===== config.mk =====
export PLATFORM = sky130hd
export DESIGN_NAME = srv_validator
export DESIGN_NICKNAME = d
export VERILOG_FILES = /design/src/srv_pkg.sv /design/src/srv_validator.sv
export VERILOG_INCLUDE_DIRS = /design/src /design/src/src
export SDC_FILE = /design/constraint.sdc
export NUM_CORES = 1
export LEC_CHECK = 0
export BUFFER_PORTS_ARGS = -buffer_cell sky130_fd_sc_hd__buf_2
export CORE_MARGIN = 2
export CORE_UTILIZATION = 45
export DETAILED_ROUTE_END_ITERATION = 8
export GPL_TIMING_DRIVEN = 0
export PLACE_DENSITY = 0.81
export RECOVER_POWER = 25
export SLEW_MARGIN = 20
export SYNTH_ARGS = -nofsm -noshare
export SYNTH_HDL_FRONTEND = slang
export SYNTH_SLANG_ARGS = --single-unit

===== constraint.sdc =====
create_clock -name clk -period 2.55 [get_ports clk]
set_clock_uncertainty 0.1 [all_clocks]
set_input_delay 0.1275 -clock clk [delete_from_list [all_inputs] [get_ports clk]]
set_output_delay 0.1275 -clock clk [all_outputs]
set_load 0.03 [all_outputs]

===== src/srv_map.svh =====
`ifndef SRV_MAP_SVH
`define SRV_MAP_SVH
`define SRV_MAJOR_CODE 8'h0F
`define SRV_ERR_NONE 8'h00
`define SRV_ERR_SERVICE 8'h01
`define SRV_ERR_PRIV 8'h02
`define SRV_ERR_MEMTYPE 8'h03
`define SRV_ERR_RANGE 8'h04
`define SRV_ERR_LENGTH 8'h05
`define SRV_ERR_BUFLEN 8'h06
`define SRV_ERR_QFULL 8'h07
`define SRV_ERR_RSPLONG 8'h08
`define SRV_ERR_UNEXP 8'h10
`define SRV_ERR_BCAST 8'h15
`define SRV_ERR_REQTYPE 8'h20
`define SRV_ERR_REQNEXT 8'h21
`define SRV_ERR_BUFTYPE 8'h22
`define SRV_ERR_BUFNEXT 8'h23
`define SRV_FATAL_LO 8'h20
`define SRV_FATAL_HI 8'h23
`define SRV_TYPE_REQ 8'h58
`define SRV_TYPE_BUF 8'h54
`define SRV_MAX_DATA 16'h03E8
`define SRV_BUF_HDR 16'h0008
`define SRV_INLINE_MAX 16'h0002
`define SRV_BUF_MIN 16'h0009
`define SRV_BUF_MAX 16'h03F0
`define SRV_RETRY_MS 10
`define SRV_A_STAT 8'h00
`define SRV_A_MASK 8'h04
`define SRV_A_DIAG 8'h08
`define SRV_A_LAST 8'h0C
`endif


===== src/srv_pkg.sv =====
package srv_pkg;
    typedef enum logic [3:0] {
        SRV_IDLE = 4'b0001,
        SRV_WBUF = 4'b0010,
        SRV_SERV = 4'b0100,
        SRV_WAIT = 4'b1000
    } srv_state_t;
endpackage : srv_pkg


===== src/srv_validator.sv =====
// The implementer's own choices: strobed register access and the register offsets.
`include "srv_map.svh"
`timescale 1ns/1ps
`default_nettype none
module srv_validator
    import srv_pkg::*;
#(
    parameter int MAX_DATA = `SRV_MAX_DATA
)
(
    input wire logic clk,
    input wire logic rst_n,
    input wire logic attach_ok,
    input wire logic req_valid,
    input wire logic [7:0] req_type,
    input wire logic [7:0] req_next_type,
    input wire logic [15:0] req_next_len,
    input wire logic [15:0] req_data_len,
    input wire logic req_bcast,
    input wire logic svc_supported,
    input wire logic svc_bcast_ok,
    input wire logic svc_priv_ok,
    input wire logic mem_type_ok,
    input wire logic mem_range_ok,
    input wire logic buf_valid,
    input wire logic [7:0] buf_type,
    input wire logic [7:0] buf_next_type,
    input wire logic ctl_done,
    input wire logic ctl_qfull,
    input wire logic ctl_err,
    input wire logic [15:0] ctl_err_code,
    input wire logic [15:0] ctl_rsp_len,
    input wire logic [7:0] reg_addr,
    input wire logic [31:0] reg_wdata,
    input wire logic reg_wr,
    input wire logic reg_rd,
    output logic [31:0] reg_rdata,
    output logic ctl_start,
    output logic rsp_valid,
    output logic [7:0] rsp_major,
    output logic [7:0] rsp_minor,
    output logic rsp_data_ok,
    output logic session_q,
    output logic irq
);
    localparam logic [7:0] A_STAT = `SRV_A_STAT;
    localparam logic [7:0] A_MASK = `SRV_A_MASK;
    localparam logic [7:0] A_DIAG = `SRV_A_DIAG;
    localparam logic [7:0] A_LAST = `SRV_A_LAST;

    if (MAX_DATA < 1 || MAX_DATA > `SRV_MAX_DATA)
    begin : g_bad_max
        $error("MAX_DATA out of range");
    end

    function automatic logic is_fatal(input logic [7:0] c);
        is_fatal = (c >= `SRV_FATAL_LO) && (c <= `SRV_FATAL_HI);
    endfunction : is_fatal

    srv_state_t st_q, st_d;
    logic [15:0] dlen_q, dlen_d;
    logic sess_d, start_d, rv_d, rok_d, irq_d;
    logic [7:0] minor_d, minor_q;
    logic [15:0] diag_q, diag_d;
    logic [2:0] stat_q, stat_d, mask_q, mask_d;
    logic [31:0] rdata_d;
    logic [7:0] chk;

    // header checks, first hit wins; fatal framing first
    always_comb
    begin
        chk = `SRV_ERR_NONE;
        if (req_type != `SRV_TYPE_REQ)
            chk = `SRV_ERR_REQTYPE;
        else if (req_data_len <= `SRV_INLINE_MAX && req_next_type != 8'h00)
            chk = `SRV_ERR_REQNEXT;
        else if (req_data_len > `SRV_INLINE_MAX && (req_next_type != `SRV_TYPE_BUF
                 || req_next_len < `SRV_BUF_MIN || req_next_len > `SRV_BUF_MAX))
            chk = `SRV_ERR_REQNEXT;
        else if (!session_q || !svc_supported)
            chk = `SRV_ERR_SERVICE;
        else if (req_bcast && !svc_bcast_ok)
            chk = `SRV_ERR_BCAST;
        else if (!svc_priv_ok)
            chk = `SRV_ERR_PRIV;
        else if (!mem_type_ok)
            chk = `SRV_ERR_MEMTYPE;
        else if (!mem_range_ok)
            chk = `SRV_ERR_RANGE;
        else if (req_data_len == 16'h0000 || req_data_len > 16'(MAX_DATA))
            chk = `SRV_ERR_LENGTH;
        else if (req_data_len > `SRV_INLINE_MAX && req_next_len - `SRV_BUF_HDR != req_data_len)
            chk = `SRV_ERR_BUFLEN;
    end

    always_comb
    begin
        st_d = st_q;
        dlen_d = dlen_q;
        sess_d = session_q;
        start_d = 1'b0;
        rv_d = 1'b0;
        rok_d = 1'b0;
        minor_d = minor_q;
        diag_d = diag_q;
        stat_d = stat_q;
        mask_d = mask_q;
        if (attach_ok)
            sess_d = 1'b1;
        case (st_q)
            SRV_IDLE:
                if (req_valid)
                begin
                    if (chk != `SRV_ERR_NONE)
                    begin
                        rv_d = 1'b1;
                        minor_d = chk;
                    end
                    else if (req_data_len > `SRV_INLINE_MAX)
                    begin
                        dlen_d = req_data_len;
                        st_d = SRV_WBUF;
                    end
                    else
                    begin
                        start_d = 1'b1;
                        st_d = SRV_WAIT;
                    end
                end
            SRV_WBUF:
                if (buf_valid)
                begin
                    st_d = SRV_IDLE;
                    if (buf_type != `SRV_TYPE_BUF)
                    begin
                        rv_d = 1'b1;
                        minor_d = `SRV_ERR_BUFTYPE;
                    end
                    else if (buf_next_type != 8'h00)
                    begin
                        rv_d = 1'b1;
                        minor_d = `SRV_ERR_BUFNEXT;
                    end
                    else
                    begin
                        start_d = 1'b1;
                        st_d = SRV_WAIT;
                    end
                end
            SRV_SERV:
                st_d = SRV_IDLE;
            SRV_WAIT:
                if (ctl_done)
                begin
                    st_d = SRV_IDLE;
                    rv_d = 1'b1;
                    if (ctl_qfull)
                        minor_d = `SRV_ERR_QFULL;
                    else if (ctl_err)
                    begin
                        minor_d = `SRV_ERR_UNEXP;
                        diag_d = ctl_err_code;
                    end
                    else if (ctl_rsp_len > 16'(MAX_DATA))
                        minor_d = `SRV_ERR_RSPLONG;
                    else
                    begin
                        minor_d = `SRV_ERR_NONE;
                        rok_d = 1'b1;
                    end
                end
            default:
                st_d = SRV_IDLE;
        endcase
        // a fatal code ends the session; non-fatal codes leave it open
        if (rv_d && is_fatal(minor_d))
            sess_d = 1'b0;
        // status: bit0 non-fatal, bit1 fatal, bit2 ok; set wins over clear
        if (reg_wr && reg_addr == A_STAT)
            stat_d = stat_q & ~reg_wdata[2:0];
        if (reg_wr && reg_addr == A_MASK)
            mask_d = reg_wdata[2:0];
        if (rv_d)
            stat_d = stat_d | {rok_d, is_fatal(minor_d), !rok_d && !is_fatal(minor_d)};
    end

    always_comb
    begin
        rdata_d = 32'h0000_0000;
        if (reg_rd && reg_addr == A_STAT)
            rdata_d = {29'h0, stat_q};
        else if (reg_rd && reg_addr == A_MASK)
            rdata_d = {29'h0, mask_q};
        else if (reg_rd && reg_addr == A_DIAG)
            rdata_d = {16'h0, diag_q};
        else if (reg_rd && reg_addr == A_LAST)
            rdata_d = {22'h0, session_q, st_q == SRV_IDLE, minor_q};
        irq_d = |(stat_d & mask_d);
    end

    always_ff @(posedge clk or negedge rst_n)
    begin
        if (!rst_n)
        begin
            st_q <= SRV_IDLE;
            dlen_q <= 16'h0000;
            session_q <= 1'b0;
            ctl_start <= 1'b0;
            rsp_valid <= 1'b0;
            rsp_major <= 8'h00;
            rsp_minor <= 8'h00;
            rsp_data_ok <= 1'b0;
            minor_q <= 8'h00;
            diag_q <= 16'h0000;
            stat_q <= 3'h0;
            mask_q <= 3'h0;
            reg_rdata <= 32'h0000_0000;
            irq <= 1'b0;
        end
        else
        begin
            st_q <= st_d;
            dlen_q <= dlen_d;
            session_q <= sess_d;
            ctl_start <= start_d;
            rsp_valid <= rv_d;
            rsp_major <= (rv_d && !rok_d) ? `SRV_MAJOR_CODE : 8'h00;
            rsp_minor <= rv_d ? minor_d : 8'h00;
            rsp_data_ok <= rok_d;
            minor_q <= minor_d;
            diag_q <= diag_d;
            stat_q <= stat_d;
            mask_q <= mask_d;
            reg_rdata <= rdata_d;
            irq <= irq_d;
        end
    end

    property p_major;
        @(posedge clk) disable iff (!rst_n) rsp_valid && !rsp_data_ok |-> rsp_major == `SRV_MAJOR_CODE;
    endproperty
    a_major: assert property (p_major) else $error("major code wrong");
    property p_reqtype;
        @(posedge clk) disable iff (!rst_n)
            st_q == SRV_IDLE && req_valid && req_type != `SRV_TYPE_REQ |=> rsp_valid && rsp_minor == `SRV_ERR_REQTYPE;
    endproperty
    a_reqtype: assert property (p_reqtype) else $error("bad request type not flagged");
    property p_nosess;
        @(posedge clk) disable iff (!rst_n)
            st_q == SRV_IDLE && req_valid && chk == `SRV_ERR_SERVICE |=> rsp_minor == 8'h01 && !ctl_start;
    endproperty
    a_nosess: assert property (p_nosess) else $error("service error not flagged");
    property p_fatal;
        @(posedge clk) disable iff (!rst_n) rsp_valid && is_fatal(rsp_minor) && !$past(attach_ok) |-> !session_q;
    endproperty
    a_fatal: assert property (p_fatal) else $error("fatal code left session open");
    property p_nonfatal;
        @(posedge clk) disable iff (!rst_n)
            rsp_valid && rsp_minor inside {[8'h01:8'h15]} && $past(session_q) |-> session_q;
    endproperty
    a_nonfatal: assert property (p_nonfatal) else $error("non-fatal code closed session");
    property p_noside;
        @(posedge clk) disable iff (!rst_n) ctl_start |-> !rsp_valid;
    endproperty
    a_noside: assert property (p_noside) else $error("start with rejection");
    property p_buftype;
        @(posedge clk) disable iff (!rst_n)
            st_q == SRV_WBUF && buf_valid && buf_type != `SRV_TYPE_BUF |=> rsp_minor == `SRV_ERR_BUFTYPE ##1 st_q == SRV_IDLE;
    endproperty
    a_buftype: assert property (p_buftype) else $error("bad buffer type");
    property p_qfull;
        @(posedge clk) disable iff (!rst_n)
            st_q == SRV_WAIT && ctl_done && ctl_qfull |=> rsp_minor == `SRV_ERR_QFULL && !rsp_data_ok;
    endproperty
    a_qfull: assert property (p_qfull) else $error("queue full not flagged");

    // framing and gating restated on their own, for the assertions below
    logic frame_ok, gate_ok, sel_ok;
    assign frame_ok = req_type == `SRV_TYPE_REQ && (req_data_len <= `SRV_INLINE_MAX ? req_next_type == 8'h00
        : req_next_type == `SRV_TYPE_BUF && req_next_len >= `SRV_BUF_MIN && req_next_len <= `SRV_BUF_MAX);
    assign gate_ok = frame_ok && session_q && svc_supported && !(req_bcast && !svc_bcast_ok);
    assign sel_ok = gate_ok && svc_priv_ok && mem_type_ok && mem_range_ok;

    property p_reqnext;
        @(posedge clk) disable iff (!rst_n)
            st_q == SRV_IDLE && req_valid && req_type == `SRV_TYPE_REQ && req_data_len <= `SRV_INLINE_MAX
            && req_next_type != 8'h00 |=> rsp_valid && rsp_minor == `SRV_ERR_REQNEXT;
    endproperty
    a_reqnext: assert property (p_reqnext) else $error("inline request with next type not flagged");
    property p_nextlen;
        @(posedge clk) disable iff (!rst_n)
            st_q == SRV_IDLE && req_valid && req_type == `SRV_TYPE_REQ && req_data_len > `SRV_INLINE_MAX
            && (req_next_len < `SRV_BUF_MIN || req_next_len > `SRV_BUF_MAX)
            |=> rsp_valid && rsp_minor == `SRV_ERR_REQNEXT;
    endproperty
    a_nextlen: assert property (p_nextlen) else $error("buffer length out of range not flagged");
    property p_bcast;
        @(posedge clk) disable iff (!rst_n)
            st_q == SRV_IDLE && req_valid && frame_ok && session_q && svc_supported && req_bcast && !svc_bcast_ok
            |=> rsp_valid && rsp_minor == `SRV_ERR_BCAST;
    endproperty
    a_bcast: assert property (p_bcast) else $error("broadcast refusal not flagged");
    property p_priv;
        @(posedge clk) disable iff (!rst_n)
            st_q == SRV_IDLE && req_valid && gate_ok && !svc_priv_ok
            |=> rsp_valid && rsp_minor == `SRV_ERR_PRIV;
    endproperty
    a_priv: assert property (p_priv) else $error("privilege refusal not flagged");
    property p_memtype;
        @(posedge clk) disable iff (!rst_n)
            st_q == SRV_IDLE && req_valid && gate_ok && svc_priv_ok && !mem_type_ok
            |=> rsp_valid && rsp_minor == `SRV_ERR_MEMTYPE;
    endproperty
    a_memtype: assert property (p_memtype) else $error("unknown memory type not flagged");
    property p_range;
        @(posedge clk) disable iff (!rst_n)
            st_q == SRV_IDLE && req_valid && gate_ok && svc_priv_ok && mem_type_ok && !mem_range_ok
            |=> rsp_valid && rsp_minor == `SRV_ERR_RANGE;
    endproperty
    a_range: assert property (p_range) else $error("bad address range not flagged");
    property p_length;
        @(posedge clk) disable iff (!rst_n)
            st_q == SRV_IDLE && req_valid && sel_ok && (req_data_len == 16'h0000 || req_data_len > 16'(MAX_DATA))
            |=> rsp_valid && rsp_minor == `SRV_ERR_LENGTH;
    endproperty
    a_length: assert property (p_length) else $error("bad data length not flagged");
    property p_buflen;
        @(posedge clk) disable iff (!rst_n)
            st_q == SRV_IDLE && req_valid && sel_ok && req_data_len > `SRV_INLINE_MAX
            && req_data_len <= 16'(MAX_DATA) && req_next_len - `SRV_BUF_HDR != req_data_len
            |=> rsp_valid && rsp_minor == `SRV_ERR_BUFLEN;
    endproperty
    a_buflen: assert property (p_buflen) else $error("buffer length mismatch not flagged");
    property p_rsplong;
        @(posedge clk) disable iff (!rst_n)
            st_q == SRV_WAIT && ctl_done && !ctl_qfull && !ctl_err && ctl_rsp_len > 16'(MAX_DATA)
            |=> rsp_valid && rsp_minor == `SRV_ERR_RSPLONG && !rsp_data_ok;
    endproperty
    a_rsplong: assert property (p_rsplong) else $error("oversize response not flagged");
    property p_unexp;
        @(posedge clk) disable iff (!rst_n)
            st_q == SRV_WAIT && ctl_done && !ctl_qfull && ctl_err
            |=> rsp_minor == `SRV_ERR_UNEXP && diag_q == $past(ctl_err_code);
    endproperty
    a_unexp: assert property (p_unexp) else $error("controller error not saved");
    property p_bufnext;
        @(posedge clk) disable iff (!rst_n)
            st_q == SRV_WBUF && buf_valid && buf_type == `SRV_TYPE_BUF && buf_next_type != 8'h00
            |=> rsp_valid && rsp_minor == `SRV_ERR_BUFNEXT && !ctl_start;
    endproperty
    a_bufnext: assert property (p_bufnext) else $error("buffer next type not flagged");
    property p_bufstart;
        @(posedge clk) disable iff (!rst_n)
            st_q == SRV_WBUF && buf_valid && buf_type == `SRV_TYPE_BUF && buf_next_type == 8'h00
            |=> ctl_start && !rsp_valid && st_q == SRV_WAIT;
    endproperty
    a_bufstart: assert property (p_bufstart) else $error("clean buffer not passed on");
    property p_wbuflen;
        @(posedge clk) disable iff (!rst_n) st_q == SRV_WBUF |-> dlen_q > `SRV_INLINE_MAX;
    endproperty
    a_wbuflen: assert property (p_wbuflen) else $error("buffer wait without buffered length");
    property p_irq;
        @(posedge clk) disable iff (!rst_n) |(stat_q & mask_q) |-> irq;
    endproperty
    a_irq: assert property (p_irq) else $error("irq missing");
    property p_cov_ok;
        @(posedge clk) disable iff (!rst_n) rsp_valid && rsp_data_ok;
    endproperty
    c_ok: cover property (p_cov_ok);
    property p_cov_buf;
        @(posedge clk) disable iff (!rst_n) st_q == SRV_WBUF ##1 ctl_start;
    endproperty
    c_buf: cover property (p_cov_buf);
    property p_cov_fatal;
        @(posedge clk) disable iff (!rst_n) rsp_valid && rsp_minor == `SRV_ERR_REQNEXT;
    endproperty
    c_fatal: cover property (p_cov_fatal);
    property p_cov_unexp;
        @(posedge clk) disable iff (!rst_n) rsp_valid && rsp_minor == `SRV_ERR_UNEXP;
    endproperty
    c_unexp: cover property (p_cov_unexp);
endmodule : srv_validator
`default_nettype wire

==> metrics.txt <==
clock buffer depth=2; design area=~5100 sq um; CTS clk-pin slew, worst paths=approximately 70 ps; synthesized cell area=3720 sq um; ANT cells=0; initial antenna violation count=0; grt total ovfl=0; WS Path Type=input pin to flip-flop; beginning of the worst hold path=reg_wdata[1]; register area share after synthesis=approximately 42%; sequential share of power=between 40% and 50%; H-Tree Depth=3; min Tclk post-route=about 2400 ps; multi-input logic area=1970 sq um; total CTS buffers=9; Synth Instances=370; most frequent cells after synthesis=62 x dfrtp_1, 25 x nand2_1, 25 x nor2_1; required time worst endpoint=about 2700 ps; Mean Syn Cell Area=10.1 sq um; Clock Latency Late Sink=340 ps; placed inst area=between 4000 and 5000 sq um; share of layout cells above drive strength 1=36.7%; Synth top area share=a little over two fifths; area leader, netlist=dfrtp_1; reg-to-reg critical path endpoint=irq; HPWL after DPL=roughly 7800 microns; PortBufs=between 150 and 200; element type at the critical path start=input pin; Layout Utilization=about 63%; DRC viols=0; Pins Over Slew Limit=0; FP Rows=33; die width=95.0 microns; clock sink count=63; Post-synth EDFFs=0; Routed wire per std cell=14.9 microns; relative slew slack=0.901%; max-cap violations=0; Sw Share=between 20% and 30%; gr usage total=23.1%; initial drt markers=approximately 130; Initial Utilization=between 40% and 50%; Post CTS Setup Buffer Count=0; Filler Cell Count=around 670; Top Ports=between 200 and 250; FMAX=between 400 and 500 MHz; die footprint=about 9000 sq um; Final Hold Fails=0; Synth Register Bits=63; CTS root buf=clkbuf_8; area of the core=slightly above 8000 sq um; CTS tree=done; synth-to-layout area growth=37.6%; Tot Pwr=between 0.002 and 0.0025 W; R2R depth=7; worst-path fanout max=10; worst r2r src=st_q[3]; PD cells=approximately 450 nW/um^2; Worst Hold Path EP=stat_q[1]; Logic pwr share=18.3%; die span in y=95.0 microns; Final #Nets=732; post-place setup slack=-204 ps; vias in the first global route=about 3500; Leakage=between 2 and 3 nW; r2r setup slk=around 240 ps; slew at the pin with the worst max-slew slack=roughly 1500 ps; Critical Path AT=about 2500 ps; worst min-delay path category=input pin to flip-flop; Final setup viols=0; DR pass1 iterations=4; gpl congestion=0.940; vias after detailed routing=3630; Synth Warn #=0; final setup margin=173 ps; RSZ-0062 raised after global routing=false; first-pass GRT wire length=~16000 microns; status=finished, final reports clean; Switch Pwr=0.000625 W; top-count cell post-synth=dfrtp_1; DRT antenna net count=0; worst vdd ir=approximately 200 uV; Async SR Flop Fraction=100%; drt via density=about 5.3; sequential cell area=~1600 sq um; critical path capture point type=flip-flop; WHS Path Cells=3; Internal Power=0.00167 W; largest net degree at the start of global routing=64; ys flop type=dfrtp_1; post-synth cell types=75; DRT Wirelength=about 10000 microns; Tcrit/Tclk final=93.2%; Clk pwr share=37.2%; ranking of synthesized cells by area=dfrtp_1 42%, mux2_2 5.4%, buf_4 4.6%, nor4_1 2.7%, nand2_1 2.5%; final hold slack=between 20 and 25 ps
[state kept, by name, indices dropped and copies added (netlist names)]
register	count
session_q	1
diag_q	16
rsp_data_ok	1
minor_q	8
rsp_minor	8
stat_q	3
st_q	3
rsp_major	1
ctl_start	1
rsp_valid	1
reg_rdata	16
irq	1
mask_q	3
[layout by cell type (no fill, tap or decap), types with 3 or more instances in the layout]
cell and count:
dfrtp_1 62, or3_1 3, clkbuf_8 10, nand2_1 25
dlygate4sd3_1 25, mux2_2 18, nand3_1 7, and3_1 6
o31ai_1 3, a21boi_0 3, mux2i_1 5, nor2b_1 3
a21o_1 6, conb_1 22, a22o_1 9, o21ai_0 6
nand4_1 6, xnor2_1 7, nor4_1 16, buf_2 134
nor4b_1 3, clkbuf_1 21, nor3_1 12, nand2b_1 5
o22ai_1 5, xor2_1 8, a211oi_1 6, o311ai_1 3
inv_1 11, o31a_1 3, and2_1 12, buf_4 23
a21oi_1 7, nor2_1 25, nor4bb_1 3
[how the worst max path moves through the flow]
stage                startpoint   endpoint  slack [ps]  cells after the start
2_1_floorplan  req_next_len[12]  stat_q[1]         210                      9
3_3_place_gp    req_next_len[3]        irq        -140                     12
3_5_place_dp    req_next_len[3]        irq        -200                     12
4_1_cts                 st_q[3]  diag_q[3]         100                      7
5_1_grt         req_next_len[3]        irq           8                     12
6_report        req_next_len[3]        irq         170                     12
[critical path, cell delays in order]
cell	delay (ps)
buf_2	140
inv_1	70
ha_2	250
or3b_2	460
o311ai_1	260
a2bb2oi_1	210
nand2_2	90
a21oi_4	200
nor3_2	80
a21o_2	230
buf_6	140
o31ai_2	250
[metal layers]
layer  global-route usage [%]  wire length (microns)  up-vias
met3                     4.55                    682       22
met5                        0                      0        -
met2                     42.6                   5220      156
met1                     26.9                   4180     1688
li1                         -                      -     1764
met4                     7.25                    176        0
[logic make-up after synthesis]
kind of cell               share of synthesized area (%)
AOI/OAI and AO/OA                                   18.1
xor gates and xnor gates                            3.53
adders and majority gates                          0.336
buffers and inverters                               6.85
DFF                                                 42.4
muxes                                               6.79
other                                              0.101
and+or+nand+nor                                     21.9
[final cells by class]
type                    count  area share (%)
multi-input cells         287            38.5
flip-flops and latches     63            30.8
repair buffers            177            19.3
plain buffers              30            4.20
clock buffers              10            2.69
well taps                 105            2.56
clock inverters             5            1.15
inverters                  11           0.806
[power by group through the flow]
stage | clock [W] | sequential, W | combinational [W]
global placement | 0 | 0.00104 | 0.000379
finish | 0.000856 | 0.00102 | 0.000420
CTS | 0.000875 | 0.00102 | 0.000418
detailed placement | 0 | 0.00104 | 0.000388
global route | 0.000920 | 0.00102 | 0.000459
floorplan | 0 | 0.00106 | 0.000197
[through the flow]
step | TNS [ps] | instances
finish | 0 | 688
global route | 0 | 688
CTS | 0 | 688
detailed placement | -1680 | 648
global placement | -1010 | 648
floorplan | 0 | 391
[repair_timing]
item	CTS	global route
endpoints found under the hold margin	89	0
gates resized for setup	0	3
endpoints found under the setup margin	0	12
hold buffers	25	0
(Power assumes the default switching activity.)
